`config.mk`:
```
export PLATFORM = sky130hd
export DESIGN_NAME = ette_top
export DESIGN_NICKNAME = d
export VERILOG_FILES = /design/src/design/ette_pkg.sv /design/src/design/ette_top.sv
export SDC_FILE = /design/constraint.sdc
export NUM_CORES = 1
export LEC_CHECK = 0
export ABC_CLOCK_PERIOD_IN_PS = 4500
export BUFFER_PORTS_ARGS = -buffer_cell sky130_fd_sc_hd__buf_2
export CAP_MARGIN = 20
export CELL_PAD_IN_SITES_DETAIL_PLACEMENT = 1
export CELL_PAD_IN_SITES_GLOBAL_PLACEMENT = 1
export CORE_UTILIZATION = 47
export DETAILED_ROUTE_END_ITERATION = 7
export GPL_TIMING_DRIVEN = 0
export HOLD_SLACK_MARGIN = 0.05
export PLACE_DENSITY = 0.78
export SYNTH_ARGS = -nofsm -noshare
export SYNTH_HDL_FRONTEND = slang
export SYNTH_SLANG_ARGS = --single-unit
```
`constraint.sdc`:
```
create_clock -name pclk -period 4.5 [get_ports pclk]
set_input_delay 0.225 -clock pclk [delete_from_list [all_inputs] [get_ports pclk]]
set_output_delay 0.225 -clock pclk [all_outputs]
set_load 0.01 [all_outputs]
```
`src/design/ette_pkg.sv`:
```
package ette_pkg;

	// Register byte offsets
	localparam logic [7:0] ETTE_OFS_CTRL = 8'h00;
	localparam logic [7:0] ETTE_OFS_VBR  = 8'h04;
	localparam logic [7:0] ETTE_OFS_ENA  = 8'h08;
	localparam logic [7:0] ETTE_OFS_STAT = 8'h0c;

	// Control register fields
	localparam int ETTE_CTRL_SKIP   = 0;
	localparam int ETTE_CTRL_STOP   = 1;
	localparam int ETTE_CTRL_SHORT  = 2;
	localparam int ETTE_CTRL_PRIO   = 3;
	localparam int ETTE_CTRL_REL_LO = 4;
	localparam int ETTE_CTRL_W      = 7;

	localparam logic [6:0]  ETTE_CTRL_RST = 7'h00;
	localparam logic [31:0] ETTE_VBR_RST  = 32'h0000_0000;

	// Descriptor mode word fields
	localparam int ETTE_MD_LO    = 0;
	localparam int ETTE_SZ_LO    = 2;
	localparam int ETTE_SM_LO    = 4;
	localparam int ETTE_DM_LO    = 6;
	localparam int ETTE_CHNE     = 8;
	localparam int ETTE_DISEL    = 9;

	localparam logic [1:0] ETTE_MD_NORMAL = 2'h0;
	localparam logic [1:0] ETTE_MD_REPEAT = 2'h1;
	localparam logic [1:0] ETTE_MD_BLOCK  = 2'h2;

	localparam logic [1:0] ETTE_SZ_BYTE = 2'h0;
	localparam logic [1:0] ETTE_SZ_WORD = 2'h1;
	localparam logic [1:0] ETTE_SZ_LONG = 2'h2;

	localparam logic [1:0] ETTE_AM_INC = 2'h2;
	localparam logic [1:0] ETTE_AM_DEC = 2'h3;

	// Bus release policies
	localparam logic [2:0] ETTE_REL_NONE  = 3'h0;
	localparam logic [2:0] ETTE_REL_UNIT  = 3'h1;
	localparam logic [2:0] ETTE_REL_DESC  = 3'h2;
	localparam logic [2:0] ETTE_REL_ACC   = 3'h3;
	localparam logic [2:0] ETTE_REL_FETCH = 3'h4;

	localparam logic [31:0] ETTE_DESC_BYTES = 32'h0000_0010;

	typedef struct packed {
		logic        valid;
		logic        write;
		logic [1:0]  size;
		logic [31:0] addr;
		logic [31:0] wdata;
	} ette_mreq_t;

	typedef struct packed {
		logic        ready;
		logic [31:0] rdata;
	} ette_mrsp_t;

	typedef enum logic [6:0] {
		S_IDLE = 7'h01,
		S_VEC  = 7'h02,
		S_DRD  = 7'h04,
		S_XRD  = 7'h08,
		S_XWR  = 7'h10,
		S_DWB  = 7'h20,
		S_GAP  = 7'h40
	} ette_state_t;

endpackage

```
`src/design/ette_top.sv`:
```
// Our own choices: the APB interface to the registers and the register addresses.
`timescale 1ns/10ps
// Contract
// - Normal, repeat and block modes per descriptor
// - Fetch descriptor first, then move data
// - Write updated descriptor back to same place
// - Normal mode count 1 to 65536
// - Repeat mode count 1 to 256
// - Block mode block count 1 to 65536
// - Datum size byte, word or longword
// - Optional interrupt after every unit
// - Otherwise interrupt only when count exhausted
// - Chaining runs successive descriptors per activation
// - Optional skip of descriptor re-read
// - Five selectable bus release policies
// - Two selectable activation priority schemes
// - Short address mode and module stop
// - Vector entry per source gives descriptor address
// - Example channels: normal mode, 32 bytes; the receive channel in the test moves 4 bytes
// - Transmit channel: source increments, destination fixed
// - Receive channel: source fixed, destination increments
// - Example passes interrupt only after count done; the receive channel in the test interrupts after every unit
module ette_top import ette_pkg::*; #(
	parameter int NSRC = 8
) (
	input  wire logic              pclk,
	input  wire logic              presetn,
	input  wire logic              psel,
	input  wire logic              penable,
	input  wire logic              pwrite,
	input  wire logic [7:0]        paddr,
	input  wire logic [31:0]       pwdata,
	output      logic [31:0]       prdata,
	output      logic              pready,
	output      logic              pslverr,
	output      ette_mreq_t        mreq,
	input  wire ette_mrsp_t        mrsp,
	input  wire logic [NSRC-1:0]   act_req,
	output      logic [NSRC-1:0]   cpu_irq
);

	localparam int SW = $clog2(NSRC);

	typedef struct packed {
		ette_state_t            st;
		ette_state_t            ret;
		logic [ETTE_CTRL_W-1:0] ctrl;
		logic [31:0]            vbr;
		logic [NSRC-1:0]        ena;
		logic [NSRC-1:0]        pend;
		logic [NSRC-1:0]        irq;
		logic [SW-1:0]          src;
		logic [SW-1:0]          last_src;
		logic [SW-1:0]          rr;
		logic                   dvalid;
		logic                   chained;
		logic [31:0]            daddr;
		logic [1:0]             widx;
		logic [31:0]            mode;
		logic [31:0]            sar;
		logic [31:0]            dar;
		logic [31:0]            cnt;
		logic [31:0]            data;
		logic [7:0]             blk;
		ette_mreq_t             mreq;
		logic [31:0]            prdata;
		logic                   pready;
		logic                   pslverr;
	} ette_st_t;

	localparam ette_st_t ST_RST = '{st: S_IDLE, ret: S_IDLE, ctrl: ETTE_CTRL_RST,
		vbr: ETTE_VBR_RST, default: '0};

	ette_st_t s;
	ette_st_t n;

	function automatic logic [31:0] amap(input logic sh, input logic [31:0] a);
		// Short mode reaches the top and bottom 8 MB only
		return sh ? {{8{a[23]}}, a[23:0]} : a;
	endfunction

	function automatic logic [31:0] step(input logic [1:0] am, input logic [1:0] sz,
			input logic [31:0] a);
		logic [31:0] d;
		d = 32'h1 << sz;
		if (am == ETTE_AM_INC)
			return a + d;
		if (am == ETTE_AM_DEC)
			return a - d;
		return a;
	endfunction

	function automatic logic rel_gap(input logic [2:0] p, input logic unit,
			input logic desc, input logic fetch);
		return (p == ETTE_REL_ACC) || (p == ETTE_REL_UNIT && unit) ||
			(p == ETTE_REL_DESC && desc) || (p == ETTE_REL_FETCH && fetch);
	endfunction

	function automatic logic [SW-1:0] pick(input logic [NSRC-1:0] p, input logic [SW-1:0] base);
		logic [SW-1:0] k;
		pick = base;
		for (int i = NSRC - 1; i >= 0; i--) begin
			k = SW'((int'(base) + i) % NSRC);
			if (p[k])
				pick = k;
		end
	endfunction

	function automatic ette_mreq_t acc(input logic wr, input logic [1:0] sz,
			input logic [31:0] a, input logic [31:0] d);
		return '{valid: 1'b1, write: wr, size: sz, addr: a, wdata: d};
	endfunction

	logic              mdone;
	logic              go_en;
	ette_state_t       go_st;
	logic              p_unit;
	logic              p_desc;
	logic              p_fetch;
	logic              fin;
	logic              sh;
	logic [1:0]        md;
	logic [1:0]        sz;
	logic [SW-1:0]     idx;
	logic [NSRC-1:0]   clr;
	logic [31:0]       wb;

	always_comb begin
		n = s;
		go_en = 1'b0;
		go_st = S_IDLE;
		p_unit = 1'b0;
		p_desc = 1'b0;
		p_fetch = 1'b0;
		fin = 1'b0;
		clr = '0;
		wb = s.mode;
		idx = pick(s.pend, s.ctrl[ETTE_CTRL_PRIO] ? s.rr : '0);
		sh = s.ctrl[ETTE_CTRL_SHORT];
		md = s.mode[ETTE_MD_LO +: 2];
		sz = s.mode[ETTE_SZ_LO +: 2];
		mdone = s.mreq.valid & mrsp.ready;
		n.irq = '0;
		if (mdone)
			n.mreq.valid = 1'b0;

		unique case (s.st)
			S_IDLE: begin
				n.chained = 1'b0;
				if (!s.ctrl[ETTE_CTRL_STOP] && |s.pend) begin
					n.src = idx;
					clr[idx] = 1'b1;
					n.rr = (int'(idx) == NSRC - 1) ? '0 : SW'(idx + 1'b1);
					n.blk = s.cnt[7:0];
					if (s.ctrl[ETTE_CTRL_SKIP] && s.dvalid && idx == s.last_src)
						n.st = S_XRD;
					else begin
						n.dvalid = 1'b0;
						n.st = S_VEC;
					end
				end
			end
			S_VEC: begin
				if (!s.mreq.valid)
					n.mreq = acc(1'b0, ETTE_SZ_LONG, amap(sh, s.vbr + 32'({s.src, 2'b00})),
						'0);
				else if (mdone) begin
					n.daddr = amap(sh, mrsp.rdata);
					n.widx = 2'h0;
					go_en = 1'b1;
					go_st = S_DRD;
				end
			end
			S_DRD: begin
				if (!s.mreq.valid)
					n.mreq = acc(1'b0, ETTE_SZ_LONG, s.daddr + 32'({s.widx, 2'b00}), '0);
				else if (mdone) begin
					unique case (s.widx)
						2'h0: n.mode = mrsp.rdata;
						2'h1: n.sar = mrsp.rdata;
						2'h2: n.dar = mrsp.rdata;
						2'h3: n.cnt = mrsp.rdata;
					endcase
					n.widx = s.widx + 2'h1;
					n.blk = mrsp.rdata[7:0];
					go_en = 1'b1;
					go_st = (s.widx == 2'h3) ? S_XRD : S_DRD;
					p_fetch = (s.widx == 2'h3);
				end
			end
			S_XRD: begin
				if (!s.mreq.valid)
					n.mreq = acc(1'b0, sz, amap(sh, s.sar), '0);
				else if (mdone) begin
					n.data = mrsp.rdata;
					go_en = 1'b1;
					go_st = S_XWR;
				end
			end
			S_XWR: begin
				if (!s.mreq.valid)
					n.mreq = acc(1'b1, sz, amap(sh, s.dar), s.data);
				else if (mdone) begin
					n.sar = step(s.mode[ETTE_SM_LO +: 2], sz, s.sar);
					n.dar = step(s.mode[ETTE_DM_LO +: 2], sz, s.dar);
					go_en = 1'b1;
					if (md == ETTE_MD_BLOCK && s.blk != 8'h01) begin
						// Block size 0 wraps through 255, giving 256
						n.blk = s.blk - 8'h01;
						go_st = S_XRD;
					end else begin
						unique case (md)
							ETTE_MD_REPEAT: begin
								// Repeat reloads and never completes
								n.cnt[7:0] = (s.cnt[7:0] == 8'h01) ? s.cnt[15:8] :
									s.cnt[7:0] - 8'h01;
							end
							ETTE_MD_BLOCK: begin
								n.cnt[31:16] = s.cnt[31:16] - 16'h0001;
								fin = (s.cnt[31:16] == 16'h0001);
							end
							default: begin
								n.cnt[15:0] = s.cnt[15:0] - 16'h0001;
								fin = (s.cnt[15:0] == 16'h0001);
							end
						endcase
						if (fin || s.mode[ETTE_DISEL])
							n.irq[s.src] = 1'b1;
						if (fin)
							n.ena[s.src] = 1'b0;
						n.widx = 2'h1;
						go_st = S_DWB;
						p_unit = 1'b1;
					end
				end
			end
			S_DWB: begin
				unique case (s.widx)
					2'h1: wb = s.sar;
					2'h2: wb = s.dar;
					2'h3: wb = s.cnt;
					default: wb = s.mode;
				endcase
				if (!s.mreq.valid)
					n.mreq = acc(1'b1, ETTE_SZ_LONG, s.daddr + 32'({s.widx, 2'b00}), wb);
				else if (mdone) begin
					go_en = 1'b1;
					go_st = S_DWB;
					n.widx = s.widx + 2'h1;
					if (s.widx == 2'h3) begin
						p_desc = 1'b1;
						n.last_src = s.src;
						// A chained copy is not the source's first descriptor
						n.dvalid = !s.chained && !s.mode[ETTE_CHNE];
						if (s.mode[ETTE_CHNE]) begin
							n.daddr = s.daddr + ETTE_DESC_BYTES;
							n.widx = 2'h0;
							n.chained = 1'b1;
							go_st = S_DRD;
						end else
							go_st = S_IDLE;
					end
				end
			end
			S_GAP: n.st = s.ret;
			default: n.st = S_IDLE;
		endcase

		if (go_en) begin
			if (rel_gap(s.ctrl[ETTE_CTRL_REL_LO +: 3], p_unit, p_desc, p_fetch)) begin
				n.st = S_GAP;
				n.ret = go_st;
			end else
				n.st = go_st;
		end

		// New requests win over the service clear
		n.pend = (s.pend & ~clr) | (act_req & s.ena);

		n.pready = psel & ~penable;
		n.pslverr = 1'b0;
		n.prdata = '0;
		if (psel && !penable) begin
			unique case (paddr)
				ETTE_OFS_CTRL: n.prdata = 32'(s.ctrl);
				ETTE_OFS_VBR:  n.prdata = s.vbr;
				ETTE_OFS_ENA:  n.prdata = 32'(s.ena);
				ETTE_OFS_STAT: n.prdata = 32'({s.pend, s.src, s.dvalid, s.st != S_IDLE});
				default:       n.pslverr = 1'b1;
			endcase
			if (pwrite)
				n.prdata = '0;
		end
		// Software write lands after the hardware clear, so it wins
		if (psel && penable && s.pready && pwrite) begin
			unique case (paddr)
				ETTE_OFS_CTRL: n.ctrl = pwdata[ETTE_CTRL_W-1:0];
				ETTE_OFS_VBR:  n.vbr = pwdata;
				ETTE_OFS_ENA:  n.ena = pwdata[NSRC-1:0];
				default:       n.ctrl = n.ctrl;
			endcase
		end
	end

	always_ff @(posedge pclk or negedge presetn) begin
		if (!presetn)
			s <= ST_RST;
		else
			s <= n;
	end

	assign prdata  = s.prdata;
	assign pready  = s.pready;
	assign pslverr = s.pslverr;
	assign mreq    = s.mreq;
	assign cpu_irq = s.irq;
endmodule

```
==> results of run 1 <==
cell type report:
type / count / area (um2)
well taps: 672 / 841
flip-flops and latches: 390 / 9760
repair buffers: 268 / 1790
fillers: 5854 / 22000
clock buffers: 62 / 1360
inverters: 121 / 459
multi-input cells: 1870 / 12400
plain buffers: 301 / 1600
clock inverters: 22 / 329
diodes: 3 / 7.51
cell families after synthesis:
family,after synthesis
compound gates,815
simple gates,786
buf+inv,422
flops,390
mux,150
xor+xnor,75
fa+ha+maj,44
flip-flops by register name, summed over array words and instances (netlist names):
| register | count |
|---|---|
| s | 278 |
| mreq | 68 |
| prdata | 32 |
| cpu_irq | 8 |
| md | 2 |
| pready | 1 |
| pslverr | 1 |
worst max-delay path, delay by kind of cell, from the launching register on:
kind                   cells  cell delay, ns
AND/OR/NAND/NOR            2            1.29
AO/OA/AOI/OAI              2            0.48
flip-flops                 1            0.44
buffers and inverters      3            2.27
worst min path at each step:
stage	startpoint	endpoint	slack (ns)	cells past startpoint
6_report	mrsp[12]	s[250]$_DFFE_PN0P_	0.08	2
5_1_grt	mrsp[10]	s[248]$_DFFE_PN0P_	0.08	2
4_1_cts	mrsp[15]	s[253]$_DFFE_PN0P_	0.05	2
3_5_place_dp	presetn	cpu_irq[1]$_DFF_PN0_	0.05	1
3_3_place_gp	pwdata[25]	s[364]$_DFFE_PN0P_	0.44	3
2_1_floorplan	presetn	cpu_irq[0]$_DFF_PN0_	-0.07	0
power by group through the flow:
stage | sequential [mW] | clock, mW | combinational (mW)
after floorplan | 4.27 | 0 | 2.06
after global routing | 4.47 | 4.39 | 3.71
final | 4.44 | 4.30 | 3.52
after detailed placement | 4.45 | 0 | 3.31
after CTS | 4.40 | 4.26 | 3.39
after global placement | 4.42 | 0 | 3.19
cell usage after synthesis (all sizes together) (16+ instances only):
master and number:
nand2 229, nor3 73, o22a 20, buf 139
mux2i 18, xnor2 48, o22ai 18, o21ai 227
o31ai 20, a21oi 167, nand4 16, a32oi 16
ha 38, mux2 120, and2 32, a221oi 17
and3 36, clkbuf 162, dfrtp 388, or3 27
a31oi 79, nor4 29, xor2 27, inv 120
nor2 222, a222oi 91, nand3 51, a22oi 20
what timing repair did:
action	CTS	global route
gates resized for setup	0	5
buffers inserted	0	2
endpoints found under the setup margin	0	5
hold buffers	67	0
hold endpoints to repair	334	0
metal layers:
layer  share of wire (%)  track usage (%)
met1                  39             54.7
met2                  46             70.5
met4                 5.7             23.8
met3                 9.4             8.88
met5                   0                0
==> metrics, run 1 <==
status complete, but fails checks; failing checks negative setup slack; unrepaired setup endpoints after global routing no; placed cell areas 26,100 um2; via count 25,000; worst r2r path cells 7; Synth async-reset ratio 100%; most frequent cells in the layout 388 x dfrtp_1, 228 x nand2_1, 222 x nor2_1, 213 x o21ai_0, 202 x buf_2; DR pass1 iterations 8; Clock Sinks 390; largest family of logic cells by synthesized area compound AO/OA/AOI/OAI gates; fin cells 3,709; register area share after synthesis between 40% and 50%; post-route cell area 28,500 um2; vias in the first global route 26,000; # port buffers about 190; internal power 7.74 mW; Starting Density 47.9%; Die Span Y 229 um; CP startpoint kind flip-flop; crit path time final 4.55 ns; Reg power frac 36.2%; first-pass GRT wire length 171,000 um; placed wire-length estimate 82,100 um; worst r2r src s[386]$_DFFE_PN0P_; Synth Flop Type dfrtp_1; layout cells sized above 1 19.0%; sw frac 36.8%; Final Util a little under three fifths; Simple-Gate Fraction of Synth Area about 16%; Worst path slowest cell clkbuf_1; CTS tree yes; hold slack final 0.0789 ns; clock buffer depth 3; Mapped Cells 2,682; leading area contributor after synthesis dfrtp_1; headroom to the max-slew limit 19.3%; initial antenna violation count 3; final worst-path cycle share 101%; Combinational Power Share 28.7%; Core ar. 50,500 um2; Synthesized Nets between 2,000 and 3,000; die width 229 um; nets 3,128; Crit path arrival time 5.09 ns; commonest non-fill, non-tap cell in the layout dfrtp_1; fmax 220 MHz; distinct cell type count after synthesis between 90 and 100; crit-path max cell delay 0.88 ns; total clock buffers created by CTS 46; total track usage 43.6%; routability cong. 1.02; Final Max Tran Viols 0; Clock power frac around a third; Syn Std Cell Area 24,200 um2; Placement Setup Slack 0.0857 ns; top cells by area, synth dfrtp_1 40%, mux2_2 5.5%, o21ai_0 4.4%, a222oi_1 3.8%, nand2_1 3.5%; multiplexer area fraction after synthesis 7.62%; Hold WC Path Type input port to flip-flop; Routed WL 115,000 um; GRT overflow 0; DRT antenna net count 0; Critical Path Most Common Cell clkbuf_1; Clock transition at path regs about 0.070 ns; clk_skew 0.0264 ns; Rows 82; PnR Total Power 12.3 mW; Ports 196; final setup margin -0.0537 ns; Max VDD drop 0.332 mV; Syn Area/Cell between 9 and 10 um2; DRC Markers 0; Ys Warns 0; NetSw 4.52 mW; largest net degree at the start of global routing 116; Power Density 430 nW/um2; CP Cell Sequence or4_1 > nor4b_4 > clkdlybuf4s15_1 > clkbuf_1 > clkbuf_1 > o21ai_0 > a31oi_1; reg-to-reg slack, setup -0.05 ns; worst setup path start s[386]$_DFFE_PN0P_; later-pin clock latency in the skew report 0.61 ns; placed cells between 3,000 and 4,000; P_leak 13.1 nW; Worst Setup End Kind flip-flop; Yosys reg bits about 400; worst-path maximum fanout 10; synth-to-layout area growth 17.9%; Setup crit end s[191]$_DFFE_PN0P_; Critical Path RT between 5 and 6 ns; reg-to-reg endpoint s[191]$_DFFE_PN0P_; top-area cell type share of the netlist area between 40 and 50%; Synth Area in Compound Gates 22.7%; Hold Vio Cnt, Final 0; Max-Cap Viols 0; XOR/XNOR share of the synthesized area 2.79%; Iteration-0 DRC Markers around 3,500; Least-Margin Pin Slew ~1.2 ns; adder-cell area share of the yosys netlist 2.46%; Finish-stage setup viols 10; Post-synth EDFFs 0; Crit Path Class flip-flop to flip-flop; detail-routed via count per cell 6.75; Clock Tree Root clkbuf_16; Die Area between 50,000 and 60,000 um2; CTS H-tree lvls 2; DR WL/cell 31.1 um; final setup TNS -0.261 ns
Note: power is estimated with default switching activity, not from simulation.
==> inputs of run 2 (changes only) <==
--- a/config.mk
+++ b/config.mk
@@ -10,11 +10,12 @@
 export CAP_MARGIN = 20
 export CELL_PAD_IN_SITES_DETAIL_PLACEMENT = 1
 export CELL_PAD_IN_SITES_GLOBAL_PLACEMENT = 1
-export CORE_UTILIZATION = 47
+export CORE_UTILIZATION = 45
 export DETAILED_ROUTE_END_ITERATION = 7
 export GPL_TIMING_DRIVEN = 0
 export HOLD_SLACK_MARGIN = 0.05
-export PLACE_DENSITY = 0.78
+export PLACE_DENSITY = 0.75
+export REMOVE_ABC_BUFFERS = 1
 export SYNTH_ARGS = -nofsm -noshare
 export SYNTH_HDL_FRONTEND = slang
 export SYNTH_SLANG_ARGS = --single-unit
==> metrics, run 2 (synthesis gave the netlist of run 1 again) <==
status complete, but fails checks; failing checks design-rule violations; Clock power frac 36.9% (+1.8 points); Least-Margin Pin Slew 1.18 ns (-0.0274 ns); commonest non-fill, non-tap cell in the layout dfrtp_1; first-pass GRT wire length 139,000 um (-19%); Iteration-0 DRC Markers 2,612 (-24%); max reg flops 278 (unchanged); Max-Cap Viols 0 (unchanged); Ports 196 (unchanged); Crit Path Class flip-flop to flip-flop; later-pin clock latency in the skew report 0.59 ns (-0.02 ns); crit-path max cell delay 0.69 ns (-0.19 ns); headroom to the max-slew limit 20.6% (+1.3 points); Die Area 54,700 um2 (+4.4%); GRT overflow 0 (unchanged); crit path time final 4.28 ns (-0.275 ns); PnR Total Power 11.8 mW (-3.6%); Hold Vio Cnt, Final 0 (unchanged); Clock Tree Root clkbuf_16; Max VDD drop 0.262 mV (-21%); sw frac 34.7% (-2.1 points); largest net degree at the start of global routing 118 (+1.7%); CP Cell Sequence and2_4 > clkinv_4 > ha_1 > mux4_2 > o21ai_1 > o221ai_1 > o31ai_4 > xor2_1 > or4_1 > a32o_2; NetSw 4.10 mW (-9.2%); Clock Sinks 390 (unchanged); Final Util 52.6% (-3.9 points); initial antenna violation count 1 (-2); Final Max Tran Viols 0 (unchanged); Hold WC Path Type input port to flip-flop; DR WL/cell 26.3 um (-15%); via count 22,500 (-10%); Rows 84 (+2.4%); Worst Setup End Kind flip-flop; nets 2,873 (-8.2%); fmax 234 MHz (+6.4%); vias in the first global route 23,000 (-12%); P_leak 12.6 nW (-3.9%); unrepaired setup endpoints after global routing no; detail-routed via count per cell 6.49 (-3.8%); DR pass1 iterations 8 (unchanged); most frequent cells in the layout 386 x dfrtp_1, 226 x nand2_1, 217 x nor2_1, 212 x o21ai_0, 196 x buf_2; worst-path maximum fanout 12 (+2); CTS H-tree lvls 2 (unchanged); clk_skew 0.0174 ns (-0.00897 ns); DRT antenna net count 0 (unchanged); Top Family by Delay on Critical Path compound AO/OA/AOI/OAI gates; placed wire-length estimate 64,900 um (-21%); Power Density 425 nW/um2 (-1.1%); total clock buffers created by CTS 46 (unchanged); DRC Markers 36 (+36); internal power 7.71 mW (-0.40%); Finish-stage setup viols 0 (-10); routability cong. 0.920 (-9.6%); Worst path slowest cell dfrtp_1; CP startpoint kind flip-flop; Combinational Power Share 24.1% (-4.6 points); final setup TNS 0 ns (+0.261 ns); placed cell areas 25,300 um2 (-3.4%); synth-to-layout area growth 14.9%; layout cells sized above 1 18.7% (-0.28 points); # port buffers 195 (+0.52%); final worst-path cycle share 95.1% (-6.1 points); Clock transition at path regs 0.06 ns (about the same); total track usage 33.2% (-10 points); Crit path arrival time 4.74 ns (-0.35 ns); Routed WL 91,300 um (-21%); Critical Path RT 4.96 ns (-0.08 ns); largest reg by FF count s; Die Span Y 234 um (+2.2%); Core ar. 52,900 um2 (+4.7%); CTS tree yes; post-route cell area 27,800 um2 (-2.6%); clock buffer depth 3 (unchanged); CP bufs+invs 1 (-2); Reg power frac 38.9% (+2.7 points); Starting Density 45.7% (-2.2 points); die width 234 um (+2.2%)
[run 2: changes by cell type in the layout (fill, tap and decap cells not counted), sizes merged, moves of 2 or more]
cell	before	now
clkbuf	223	62
buf	340	240
dlygate4sd3	67	73
bufinv	8	11
clkinvlp	3	5
diode	3	1
inv	122	120
[run 2: timing repair]
| action | in CTS | in global routing |
|---|---|---|
| gates cloned | 0 | 0 |
| endpoints found under the hold margin | 217 | 0 |
| setup endpoints to repair | 11 | 9 |
| pin swaps | 1 | 1 |
| hold buffers | 73 | 0 |
| gates resized for setup | 4 | 4 |
| setup buffers | 0 | 1 |
[run 2: cell type report]
type,instances,area (um2)
diodes,1,2.50
clock buffers,61,1340
clock inverters,24,408
fillers,5962,25100
inverters,121,459
multi-input cells,1870,12500
flip-flops and latches,390,9760
well taps,688,861
repair buffers,314,2450
[run 2: per-stage QoR]
step	instances	hold slack, ns	setup WS, ns
finish	3469	0.0772	0.221
floorplan	2381	-0.0706	-2.09
CTS	3465	0.0579	0.0251
global placement	3264	0.426	-7.93
global route	3469	0.0766	0.0417
detailed placement	3307	0.231	-0.316
[run 2: path summary, 6_finish.rpt]
kind / from / to / slack, ns / cells past startpoint
worst max-delay path: s[307]$_DFFE_PN0P_ / s[386]$_DFFE_PN0P_ / 0.22 / 10
worst min-delay path: mrsp[2] / s[240]$_DFFE_PN0P_ / 0.08 / 2
worst max register to register: s[307]$_DFFE_PN0P_ / s[386]$_DFFE_PN0P_ / 0.22 / 10
worst min register to register: s[378]$_DFFE_PN1P_ / s[378]$_DFFE_PN1P_ / 0.47 / 2
max in group asynchronous: presetn / s[258]$_DFFE_PN0P_ / 2.69 / 4
min in group asynchronous: presetn / s[327]$_DFF_PN0_ / 0.19 / 2
[run 2: power groups by stage]
stage | sequential [mW] | combinational, mW | clock [mW]
after floorplan | 4.46 | 1.54 | 0
after global placement | 4.59 | 2.53 | 0
after detailed placement | 4.62 | 2.74 | 0
after CTS | 4.57 | 2.82 | 4.40
after global routing | 4.65 | 3.08 | 4.54
final | 4.60 | 2.85 | 4.36
[run 2: layer usage]
metal  up-vias  GRT usage, %  routed length, um  share of wire, %
li1       9893             -                  -                 -
met1     11400          46.9              40000                44
met2      1014          51.8              41100                45
met3       169          4.55               7180               7.9
met4         0          12.2               3050               3.3
met5         -             0                  0                 0
